**src/nic_cmd_regs.svh**
```systemverilog
`ifndef NIC_CMD_REGS_SVH
`define NIC_CMD_REGS_SVH
`define NIC_CMD_OFFSET 4'h0
`define NIC_CMD_RESET 8'h01
`define NIC_CMD_HALT_POS 0
`define NIC_CMD_RUN_POS 1
`define NIC_CMD_TXREQ_POS 2
`define NIC_CMD_RDMA_LSB 3
`define NIC_CMD_RDMA_MSB 5
`define NIC_CMD_PAGE_LSB 6
`define NIC_CMD_PAGE_MSB 7
`endif
```
**src/nic_cmd_pkg.sv**
```systemverilog
package nic_cmd_pkg;
  typedef enum logic [2:0] {
    NIC_RD_NONE = 3'h0,
    NIC_RD_READ = 3'h1,
    NIC_RD_WRITE = 3'h2,
    NIC_RD_SEND = 3'h3
  } nic_rdma_t;
  typedef enum logic [2:0] {
    NIC_ST_STOPPED = 3'h1,
    NIC_ST_RUNNING = 3'h2,
    NIC_ST_DRAINING = 3'h4
  } nic_state_t;
  // register bus request
  typedef struct packed {
    logic wr;
    logic rd;
    logic [3:0] addr;
    logic [7:0] wdata;
  } nic_bus_req_t;
endpackage

```
**src/nic_cmd_reg.sv**
```systemverilog
// Notes on behaviour
// - 8-bit command register at 00H, fixed fields
// - reissued dma with transmit, no reload: finish
// - zero written to transmit request ignored
// - page, abort, halt writable at any time
// - halt drops online at once, stops after current packet ends
// - leave stop only on halt clear, run set
// - reset-done flag set once reset took effect
// - halt bit set at power up
// - run bit low at power up
// - halt while running reads run and halt set
// - transmit request self-clears on done or abort
// - dma field decode 001/010/011, 1xx abort
// - abort stops dma, address not restored
// - aborted dma keeps request until acknowledge
// - page select chooses register page
// - page 00/01/10 decoded, 11 reserved
`include "nic_cmd_regs.svh"
module nic_cmd_reg (
  // clock and reset
  input wire logic core_clk,
  input wire logic rstn,
  // host register bus, same clock
  input wire nic_cmd_pkg::nic_bus_req_t bus_req,
  output logic [7:0] rdata_ff,
  output logic [1:0] page_ff,
  output logic page_reserved_ff,
  // transmit engine
  output logic tx_start_ff,
  input wire logic tx_busy,
  input wire logic tx_done,
  input wire logic tx_abort,
  input wire logic rx_busy,
  // remote dma engine
  output logic [2:0] rdma_start_ff,
  output logic rdma_abort_ff,
  input wire logic rdma_busy,
  input wire logic rdma_count_zero,
  input wire logic rcount_reloaded,
  // dma handshake pins, acknowledges asynchronous
  input wire logic read_acknowledge_in,
  input wire logic write_acknowledge_in,
  output logic dma_request_out_ff,
  input wire logic rdma_req,
  // controller state
  output logic online_ff,
  output logic reset_done_ff
);
  logic [1:0] ps_ff;
  logic [2:0] rd_ff;
  logic txreq_ff;
  logic run_ff;
  logic halt_ff;
  logic [1:0] rdack_sync_ff;
  logic [1:0] wrack_sync_ff;
  logic hold_req_ff;
  nic_cmd_pkg::nic_state_t state_ff;
  nic_cmd_pkg::nic_state_t nxt_state;
  logic cmd_wr;
  logic cmd_rd;
  logic [2:0] wr_rd;
  logic ack;

  // field extraction, used by decode and checks
  function automatic logic [2:0] rd_field(input logic [7:0] v);
    rd_field = v[`NIC_CMD_RDMA_MSB:`NIC_CMD_RDMA_LSB];
  endfunction

  assign cmd_wr = bus_req.wr && (bus_req.addr == `NIC_CMD_OFFSET);
  assign cmd_rd = bus_req.rd;
  assign wr_rd = rd_field(bus_req.wdata);
  assign ack = rdack_sync_ff[1] || wrack_sync_ff[1];

  // acknowledge pins come from outside, two flops each
  always_ff @(posedge core_clk or negedge rstn) begin
    if (!rstn) begin
      rdack_sync_ff <= 2'h0;
      wrack_sync_ff <= 2'h0;
    end else begin
      rdack_sync_ff <= {rdack_sync_ff[0], read_acknowledge_in};
      wrack_sync_ff <= {wrack_sync_ff[0], write_acknowledge_in};
    end
  end

  // page select and dma field accepted whenever written
  always_ff @(posedge core_clk or negedge rstn) begin
    if (!rstn) begin
      ps_ff <= 2'(`NIC_CMD_RESET >> `NIC_CMD_PAGE_LSB);
      rd_ff <= 3'h0;
    end else if (cmd_wr) begin
      ps_ff <= bus_req.wdata[`NIC_CMD_PAGE_MSB:`NIC_CMD_PAGE_LSB];
      rd_ff <= wr_rd;
    end else if (!rd_ff[2] && rd_ff != 3'h0 && !rdma_busy && rdma_count_zero) begin
      rd_ff <= 3'h4; // finished dma reads as complete
    end
  end

  // page decode; page 3 flagged so other registers can refuse it
  always_ff @(posedge core_clk or negedge rstn) begin
    if (!rstn) begin
      page_ff <= 2'h0;
      page_reserved_ff <= 1'b0;
    end else begin
      page_ff <= ps_ff;
      page_reserved_ff <= (ps_ff == 2'h3);
    end
  end

  // transmit request: a written zero has no effect, hardware clears
  always_ff @(posedge core_clk or negedge rstn) begin
    if (!rstn) begin
      txreq_ff <= 1'b0;
      tx_start_ff <= 1'b0;
    end else begin
      tx_start_ff <= 1'b0;
      if (cmd_wr && bus_req.wdata[`NIC_CMD_TXREQ_POS] && !txreq_ff && !halt_ff && run_ff) begin
        txreq_ff <= 1'b1;
        tx_start_ff <= 1'b1;
      end else if (tx_done || tx_abort) begin
        txreq_ff <= 1'b0;
      end
    end
  end

  // remote dma commands; abort wins, reissue with transmit may finish
  always_ff @(posedge core_clk or negedge rstn) begin
    if (!rstn) begin
      rdma_start_ff <= 3'h0;
      rdma_abort_ff <= 1'b0;
    end else begin
      rdma_start_ff <= 3'h0;
      rdma_abort_ff <= 1'b0;
      if (cmd_wr && wr_rd[2]) begin
        rdma_abort_ff <= 1'b1;
      end else if (cmd_wr && wr_rd != 3'h0) begin
        if (bus_req.wdata[`NIC_CMD_TXREQ_POS] && wr_rd == rd_ff && !rcount_reloaded) begin
          rdma_abort_ff <= 1'b1;
        end else if (wr_rd != rd_ff || rcount_reloaded) begin
          rdma_start_ff <= wr_rd;
        end
      end
    end
  end

  // request pin: an aborted dma leaves it high until acknowledged
  always_ff @(posedge core_clk or negedge rstn) begin
    if (!rstn) begin
      hold_req_ff <= 1'b0;
      dma_request_out_ff <= 1'b0;
    end else begin
      if (rdma_abort_ff && !rdma_count_zero && dma_request_out_ff) begin
        hold_req_ff <= 1'b1;
      end else if (ack) begin
        hold_req_ff <= 1'b0;
      end
      dma_request_out_ff <= (rdma_req || hold_req_ff) && !ack;
    end
  end

  // run and halt bits; halt leaves run set for readback
  always_ff @(posedge core_clk or negedge rstn) begin
    if (!rstn) begin
      halt_ff <= 1'b1;
      run_ff <= 1'b0;
    end else if (cmd_wr) begin
      if (bus_req.wdata[`NIC_CMD_HALT_POS]) begin
        halt_ff <= 1'b1;
      end else if (bus_req.wdata[`NIC_CMD_RUN_POS]) begin
        halt_ff <= 1'b0;
        run_ff <= 1'b1;
      end
    end
  end

  // controller state: halt drains current packet before stopping
  always_comb begin
    nxt_state = state_ff;
    unique case (state_ff)
      nic_cmd_pkg::NIC_ST_STOPPED: if (!halt_ff && run_ff) nxt_state = nic_cmd_pkg::NIC_ST_RUNNING;
      nic_cmd_pkg::NIC_ST_RUNNING: if (halt_ff) nxt_state = nic_cmd_pkg::NIC_ST_DRAINING;
      nic_cmd_pkg::NIC_ST_DRAINING: if (!tx_busy && !rx_busy) nxt_state = nic_cmd_pkg::NIC_ST_STOPPED;
      default: nxt_state = nic_cmd_pkg::NIC_ST_STOPPED;
    endcase
  end

  always_ff @(posedge core_clk or negedge rstn) begin
    if (!rstn) begin
      state_ff <= nic_cmd_pkg::NIC_ST_STOPPED;
      online_ff <= 1'b0;
      reset_done_ff <= 1'b1;
    end else begin
      state_ff <= nxt_state;
      online_ff <= (nxt_state == nic_cmd_pkg::NIC_ST_RUNNING);
      reset_done_ff <= (nxt_state == nic_cmd_pkg::NIC_ST_STOPPED);
    end
  end

  // read data registered; only the command register lives here
  always_ff @(posedge core_clk or negedge rstn) begin
    if (!rstn) begin
      rdata_ff <= 8'h0;
    end else if (cmd_rd && bus_req.addr == `NIC_CMD_OFFSET) begin
      rdata_ff <= {ps_ff, rd_ff, txreq_ff, run_ff, halt_ff};
    end else if (cmd_rd) begin
      rdata_ff <= 8'h0;
    end
  end

  chk_halt_drain: assert property (@(posedge core_clk) disable iff (!rstn)
    (state_ff == nic_cmd_pkg::NIC_ST_DRAINING && (tx_busy || rx_busy)) |=> !reset_done_ff)
    else $error("stopped while packet active");
  chk_run_exit: assert property (@(posedge core_clk) disable iff (!rstn)
    (state_ff == nic_cmd_pkg::NIC_ST_STOPPED && (halt_ff || !run_ff))
    |=> (state_ff == nic_cmd_pkg::NIC_ST_STOPPED))
    else $error("bad stop exit");
  chk_txreq_zero: assert property (@(posedge core_clk) disable iff (!rstn)
    (txreq_ff && cmd_wr && !bus_req.wdata[`NIC_CMD_TXREQ_POS] && !tx_done && !tx_abort)
    |=> txreq_ff)
    else $error("zero cleared transmit request");
  chk_txreq_clear: assert property (@(posedge core_clk) disable iff (!rstn)
    ((tx_done || tx_abort) && !cmd_wr) |=> !txreq_ff)
    else $error("transmit request not cleared");
  chk_halt_keep: assert property (@(posedge core_clk) disable iff (!rstn)
    (cmd_wr && bus_req.wdata[`NIC_CMD_HALT_POS]) |=> (halt_ff && run_ff == $past(run_ff)))
    else $error("halt write lost run state");
  chk_abort_cmd: assert property (@(posedge core_clk) disable iff (!rstn)
    (cmd_wr && wr_rd[2]) |=> (rdma_abort_ff && rdma_start_ff == 3'h0))
    else $error("abort not issued");
  chk_req_hold: assert property (@(posedge core_clk) disable iff (!rstn)
    (hold_req_ff && !ack) |=> dma_request_out_ff)
    else $error("request dropped before acknowledge");
  chk_page_write: assert property (@(posedge core_clk) disable iff (!rstn)
    cmd_wr |=> ##1 (page_ff == $past(bus_req.wdata[7:6], 2)))
    else $error("page select not applied");
  chk_done_flag: assert property (@(posedge core_clk) disable iff (!rstn)
    reset_done_ff |-> (state_ff == nic_cmd_pkg::NIC_ST_STOPPED))
    else $error("reset flag early");
endmodule // nic_cmd_reg

```
**config.mk**
```make
export PLATFORM = sky130hd
export DESIGN_NAME = nic_cmd_reg
export DESIGN_NICKNAME = d
export VERILOG_FILES = /design/src/nic_cmd_pkg.sv /design/src/nic_cmd_reg.sv
export VERILOG_INCLUDE_DIRS = /design/src /design/src/src
export SDC_FILE = /design/constraint.sdc
export NUM_CORES = 1
export LEC_CHECK = 0
export BUFFER_PORTS_ARGS = -buffer_cell sky130_fd_sc_hd__clkbuf_2
export CORE_MARGIN = 4
export CORE_UTILIZATION = 52
export CTS_CLUSTER_SIZE = 12
export DETAILED_ROUTE_END_ITERATION = 6
export PLACE_DENSITY = 0.88
export SYNTH_ARGS = -nofsm -noshare
export SYNTH_HDL_FRONTEND = slang
export SYNTH_SLANG_ARGS = --single-unit
```
**constraint.sdc**
```tcl
create_clock -name core_clk -period 2 [get_ports core_clk]
set_input_delay 0.1 -clock core_clk [delete_from_list [all_inputs] [get_ports core_clk]]
set_output_delay 0.1 -clock core_clk [all_outputs]
set_load 0.02 [all_outputs]
```
# Word level (Yosys, flattened, before mapping)

Cells that the tools add are included.

Bits in registers: 35
Bits of input ports: 26
Logic and storage cells: 90

Eq/ne operators: 8
Muxes and demuxes: 22
Bitwise logic cells: 1
Reduce and logical (&&, ||, !) cells: 41

Operator list:

| operator                                                         | number |
|---|---|
| 3-bit 2-to-1 mux                                                 | 9 |
| 1-bit logical AND                                                | 18 |
| 8-bit 2-to-1 mux                                                 | 2 |
| 1-bit 2-to-1 mux                                                 | 10 |
| 2-bit nonzero test                                               | 5 |
| 1-bit zero test                                                  | 9 |
| 3-bit case mux with 3 select lines                               | 1 |
| 3-bit by 1-bit == test with 1-bit output (second input constant) | 2 |
| 3-bit by 2-bit == test with 1-bit output (second input constant) | 2 |
| 3-bit nonzero test                                               | 2 |
| 4-bit zero test                                                  | 1 |
| 1-bit logical OR                                                 | 4 |
| 3-bit == test                                                    | 1 |
| 3-bit == test (second input constant)                            | 1 |
| 3-bit != test                                                    | 1 |
| 3-bit AND reduction                                              | 1 |
| 2-bit == test (second input constant)                            | 1 |
| 2-bit AND reduction                                              | 1 |
| 1-bit inverter                                                   | 1 |

# Longest topological paths before layout

Depth in word-level cells: 7
Gate-level depth with buffers: 4
Mapped depth without buffers: 3

# Worst setup path after synthesis

No wires, ideal clock.

Path type: register to register
Start: register rd_ff[2]
End: register rdma_start_ff[0]
Library setup time: 120 ps
Arrival time: 1244 ps
Data required time: 1880 ps
Setup slack: 636 ps
Stages on the path, launching flop included: 4
Buffers on the path: 0
Path through: dfrtp_1 > xor2_1 > or4_4 > and4_1

Cells in the longest elaborated chain, start to end: 6
Elaborated cells on any way between the ends: 9

Ends and longest elaborated chain:

| element                                                      | RTL line                               | source |
|---|---|---|
| start: declaration                                           | nic_cmd_reg.sv:50                      | `logic [2:0] rd_ff;` |
| start signal: assignment                                     | nic_cmd_reg.sv:92                      | `rd_ff <= wr_rd;` |
| 3-bit != test / 3-bit == test (equally long branches)        | nic_cmd_reg.sv:138, nic_cmd_reg.sv:136 |  |
| 1-bit logical OR / 1-bit logical AND (equally long branches) | nic_cmd_reg.sv:138, nic_cmd_reg.sv:136 |  |
| 3-bit 2-to-1 mux / 1-bit logical AND (equally long branches) | nic_cmd_reg.sv:138, nic_cmd_reg.sv:136 |  |
| 3-bit 2-to-1 mux *                                           | nic_cmd_reg.sv:136                     | `` if (bus_req.wdata[`NIC_CMD_TXREQ_POS] && wr_rd == rd_ff && !rcount_reloaded) begin `` |
| 3-bit 2-to-1 mux *                                           | nic_cmd_reg.sv:135                     | `end else if (cmd_wr && wr_rd != 3'h0) begin` |
| 3-bit 2-to-1 mux *                                           | nic_cmd_reg.sv:133                     | `if (cmd_wr && wr_rd[2]) begin` |
| end signal: assignment                                       | nic_cmd_reg.sv:139                     | `rdma_start_ff <= wr_rd;` |
| end: declaration                                             | nic_cmd_reg.sv:35                      | `output logic [2:0] rdma_start_ff,` |

Mark *: on every way between the ends. The rest lies on a longest branch, timed or not.
A chain may end at the register's enable or synchronous reset.

# Worst setup path after layout

Start: register rd_ff[2]
End: register rdma_start_ff[1]

Same word-level chain as after synthesis.

==> run metrics <==
status=complete, no violations; Leakage Power=0.856 nW; CP Class=reg -> reg; CTS Sinks=35; period utilisation layout=0.720; Yosys reg bits=35; Max rail drop VDD=0.639 mV; final WL=2750 um; post-synth net total=123; Clk Tree Root Cell=clkbuf_4; latest clock arrival within the worst-skew pair=330 ps; Gate Count Post-Synth=just under 100; library cells used by synthesis=33; register area=approximately 900 um^2; WHS Path Cells=4; Placed Instance Area=1570 um^2; # fillers=174; post-synthesis cell area=1330 um^2; DP Cell Count=169; unrepaired setup endpoints after global routing=no; DRT Pass-1 Iters=4; MaxCap Viol Count=0; Layout area overhead=28.0%; # DRC=0; Place WS=528 ps; I/O Pins=45; Worst Hold Launch=tx_done; GRT Total Usage=0.187; synthesized area per cell=13.7 um^2; endpoint type of the worst setup path=register; CP Max Fanout=4; FMAX=695 MHz; CTS tree=built; ANT nets after route=0; RR Startpoint=rd_ff[2]; R2R Setup Slk=about 560 ps; Reg clk slew, reported paths=approximately 100 ps; sequential fraction of the synthesis area=0.662; # diodes=0; Fin Clk Skew=14.9 ps; relative slew slack=0.464; routed len/inst=14.8 um; count of pins over their slew limit=0; GPL Wtd Cong=0.821; RR Endpoint=rdma_start_ff[1]; Worst Path Arrival=1660 ps; Inserted Clock Buffers=5; Worst Hold Endpoint=txreq_ff; Worst Hold Slack=between 10 and 15 ps; Critical Path Start Type=register; Post-Layout Inst Area=~1700 um^2; maximum clock path buffer count=2; WP data required=between 2000 and 2500 ps; vias=1,008; CP startpoint=rd_ff[2]; TNS Setup=0 ps; Starting DRT DRC Count=15; die width=between 50 and 60 um; H-tree Lvls=2; final worst path period need=1440 ps; largest net degree at the start of global routing=36; vias in the first global route=1,031; starting density of the core=0.541; Hold Path Class=in -> reg; first-pass GRT wire length=4600 um; reg2reg path depth=3; Power Total=1.50 mW; most used flip-flop cell after synthesis=dfrtp_1; Synth warnings=0; core footprint=between 2000 and 2500 um^2; DP Wirelength=roughly 2100 um; Fin. Hold Viols=0; layout cells sized above 1=0.387; PortBufs=44; post-layout util=0.693; GRT overflow=0; Die Y=58.6 um; setup violators final=0; vias per cell=5.45; Layout Cells excl Fill=185; Layout Nets=180; area taken by multi-input logic gates=422 um^2; Post-synth ARST share=1.00; die footprint=roughly 3400 um^2; Post-synth EDFFs=0; Final Worst Setup Slack=560 ps; # rows=18; Worst-Margin Slew=804 ps; PwrDens=883 nW/um^2; antenna violations before repair=0
-- cells in the mapped netlist, types with 2 or more instances --
cell type,number,area [um^2]
and4_1,2,17.5
o21ai_0,6,30.0
nand2_1,6,22.5
mux2_4,2,30.0
a22o_1,10,87.6
inv_1,3,11.3
xor2_1,3,26.3
and2_1,3,18.8
dfrtp_1,32,801
nor2_1,3,11.3
nor3_1,3,15.0
dfstp_2,3,78.8
-- registers in the layout, summed over array words and instances (netlist names), 2 cells and up --
register	cells
state_ff	3
wrack_sync_ff	2
ps_ff	2
rdma_start_ff	3
rd_ff	3
page_ff	2
rdata_ff	8
rdack_sync_ff	2
-- placed cells by master, fill, tap and decap left out, drive strengths merged --
cell	n
clkbuf	51
dfrtp	32
a22o	11
dlygate4sd3	8
nand2	6
o21ai	6
nor3	3
inv	3
xor2	3
and2	3
nor2	3
dfstp	3
mux2	3
and4	2
nand4bb	1
or4	1
nor4	1
o22a	1
nand3b	1
o21a	1
o2111ai	1
o22ai	1
nor2b	1
or2	1
a32oi	1
a221oi	1
a21oi	1
o31ai	1
nand3	1
o21bai	1
clkinv	1
conb	1
-- per-layer routing --
layer	global-route usage	vias up	share of wire
met3	0.0614	15	0.068
met1	0.208	484	0.38
met4	0.116	0	0.041
li1	-	465	-
met2	0.308	44	0.51
met5	0	-	0
-- power breakdown --
group          leakage [nW]  switching [mW]  total, mW  internal [mW]
combinational         0.377           0.139      0.270          0.131
sequential            0.449          0.0763      0.884          0.808
clock                0.0293           0.210      0.346          0.137
total                 0.856           0.425       1.50           1.08
-- worst max-delay path by stage --
stage / to / slack, ps / cells after the start
floorplan: rdma_start_ff[0] / 640 / 3
global placement: ps_ff[1] / 610 / 4
detailed placement: ps_ff[1] / 530 / 4
CTS: rdma_start_ff[1] / 570 / 3
global route: rdma_start_ff[1] / 520 / 3
finish: rdma_start_ff[1] / 560 / 3
-- worst max-delay path, stage by stage, from the launching register on --
cell and delay, ps:
dfrtp_1 430, xor2_1 170, or4_4 520, and4_1 210
-- layout make-up --
type | count | area share
repair buffers | 52 | 0.177
flip-flops and latches | 35 | 0.517
inverters | 3 | 0.00662
multi-input cells | 57 | 0.248
clock buffers | 7 | 0.0265
clock inverters | 1 | 0.00294
well taps | 30 | 0.0221
-- logic make-up after synthesis --
group / synth area share
buffers and inverters: 0.0207
AOI/OAI and AO/OA: 0.148
DFF: 0.662
muxes: 0.0311
and+or+nand+nor: 0.116
xor gates and xnor gates: 0.0198
other: 0.00282
-- repair_timing --
item	in CTS	in global routing
setup buffers	0	0
resized for setup	0	0
hold endpoints to repair	38	1
hold buffers	7	1
No activity file was read; power rests on OpenSTA's default activity.
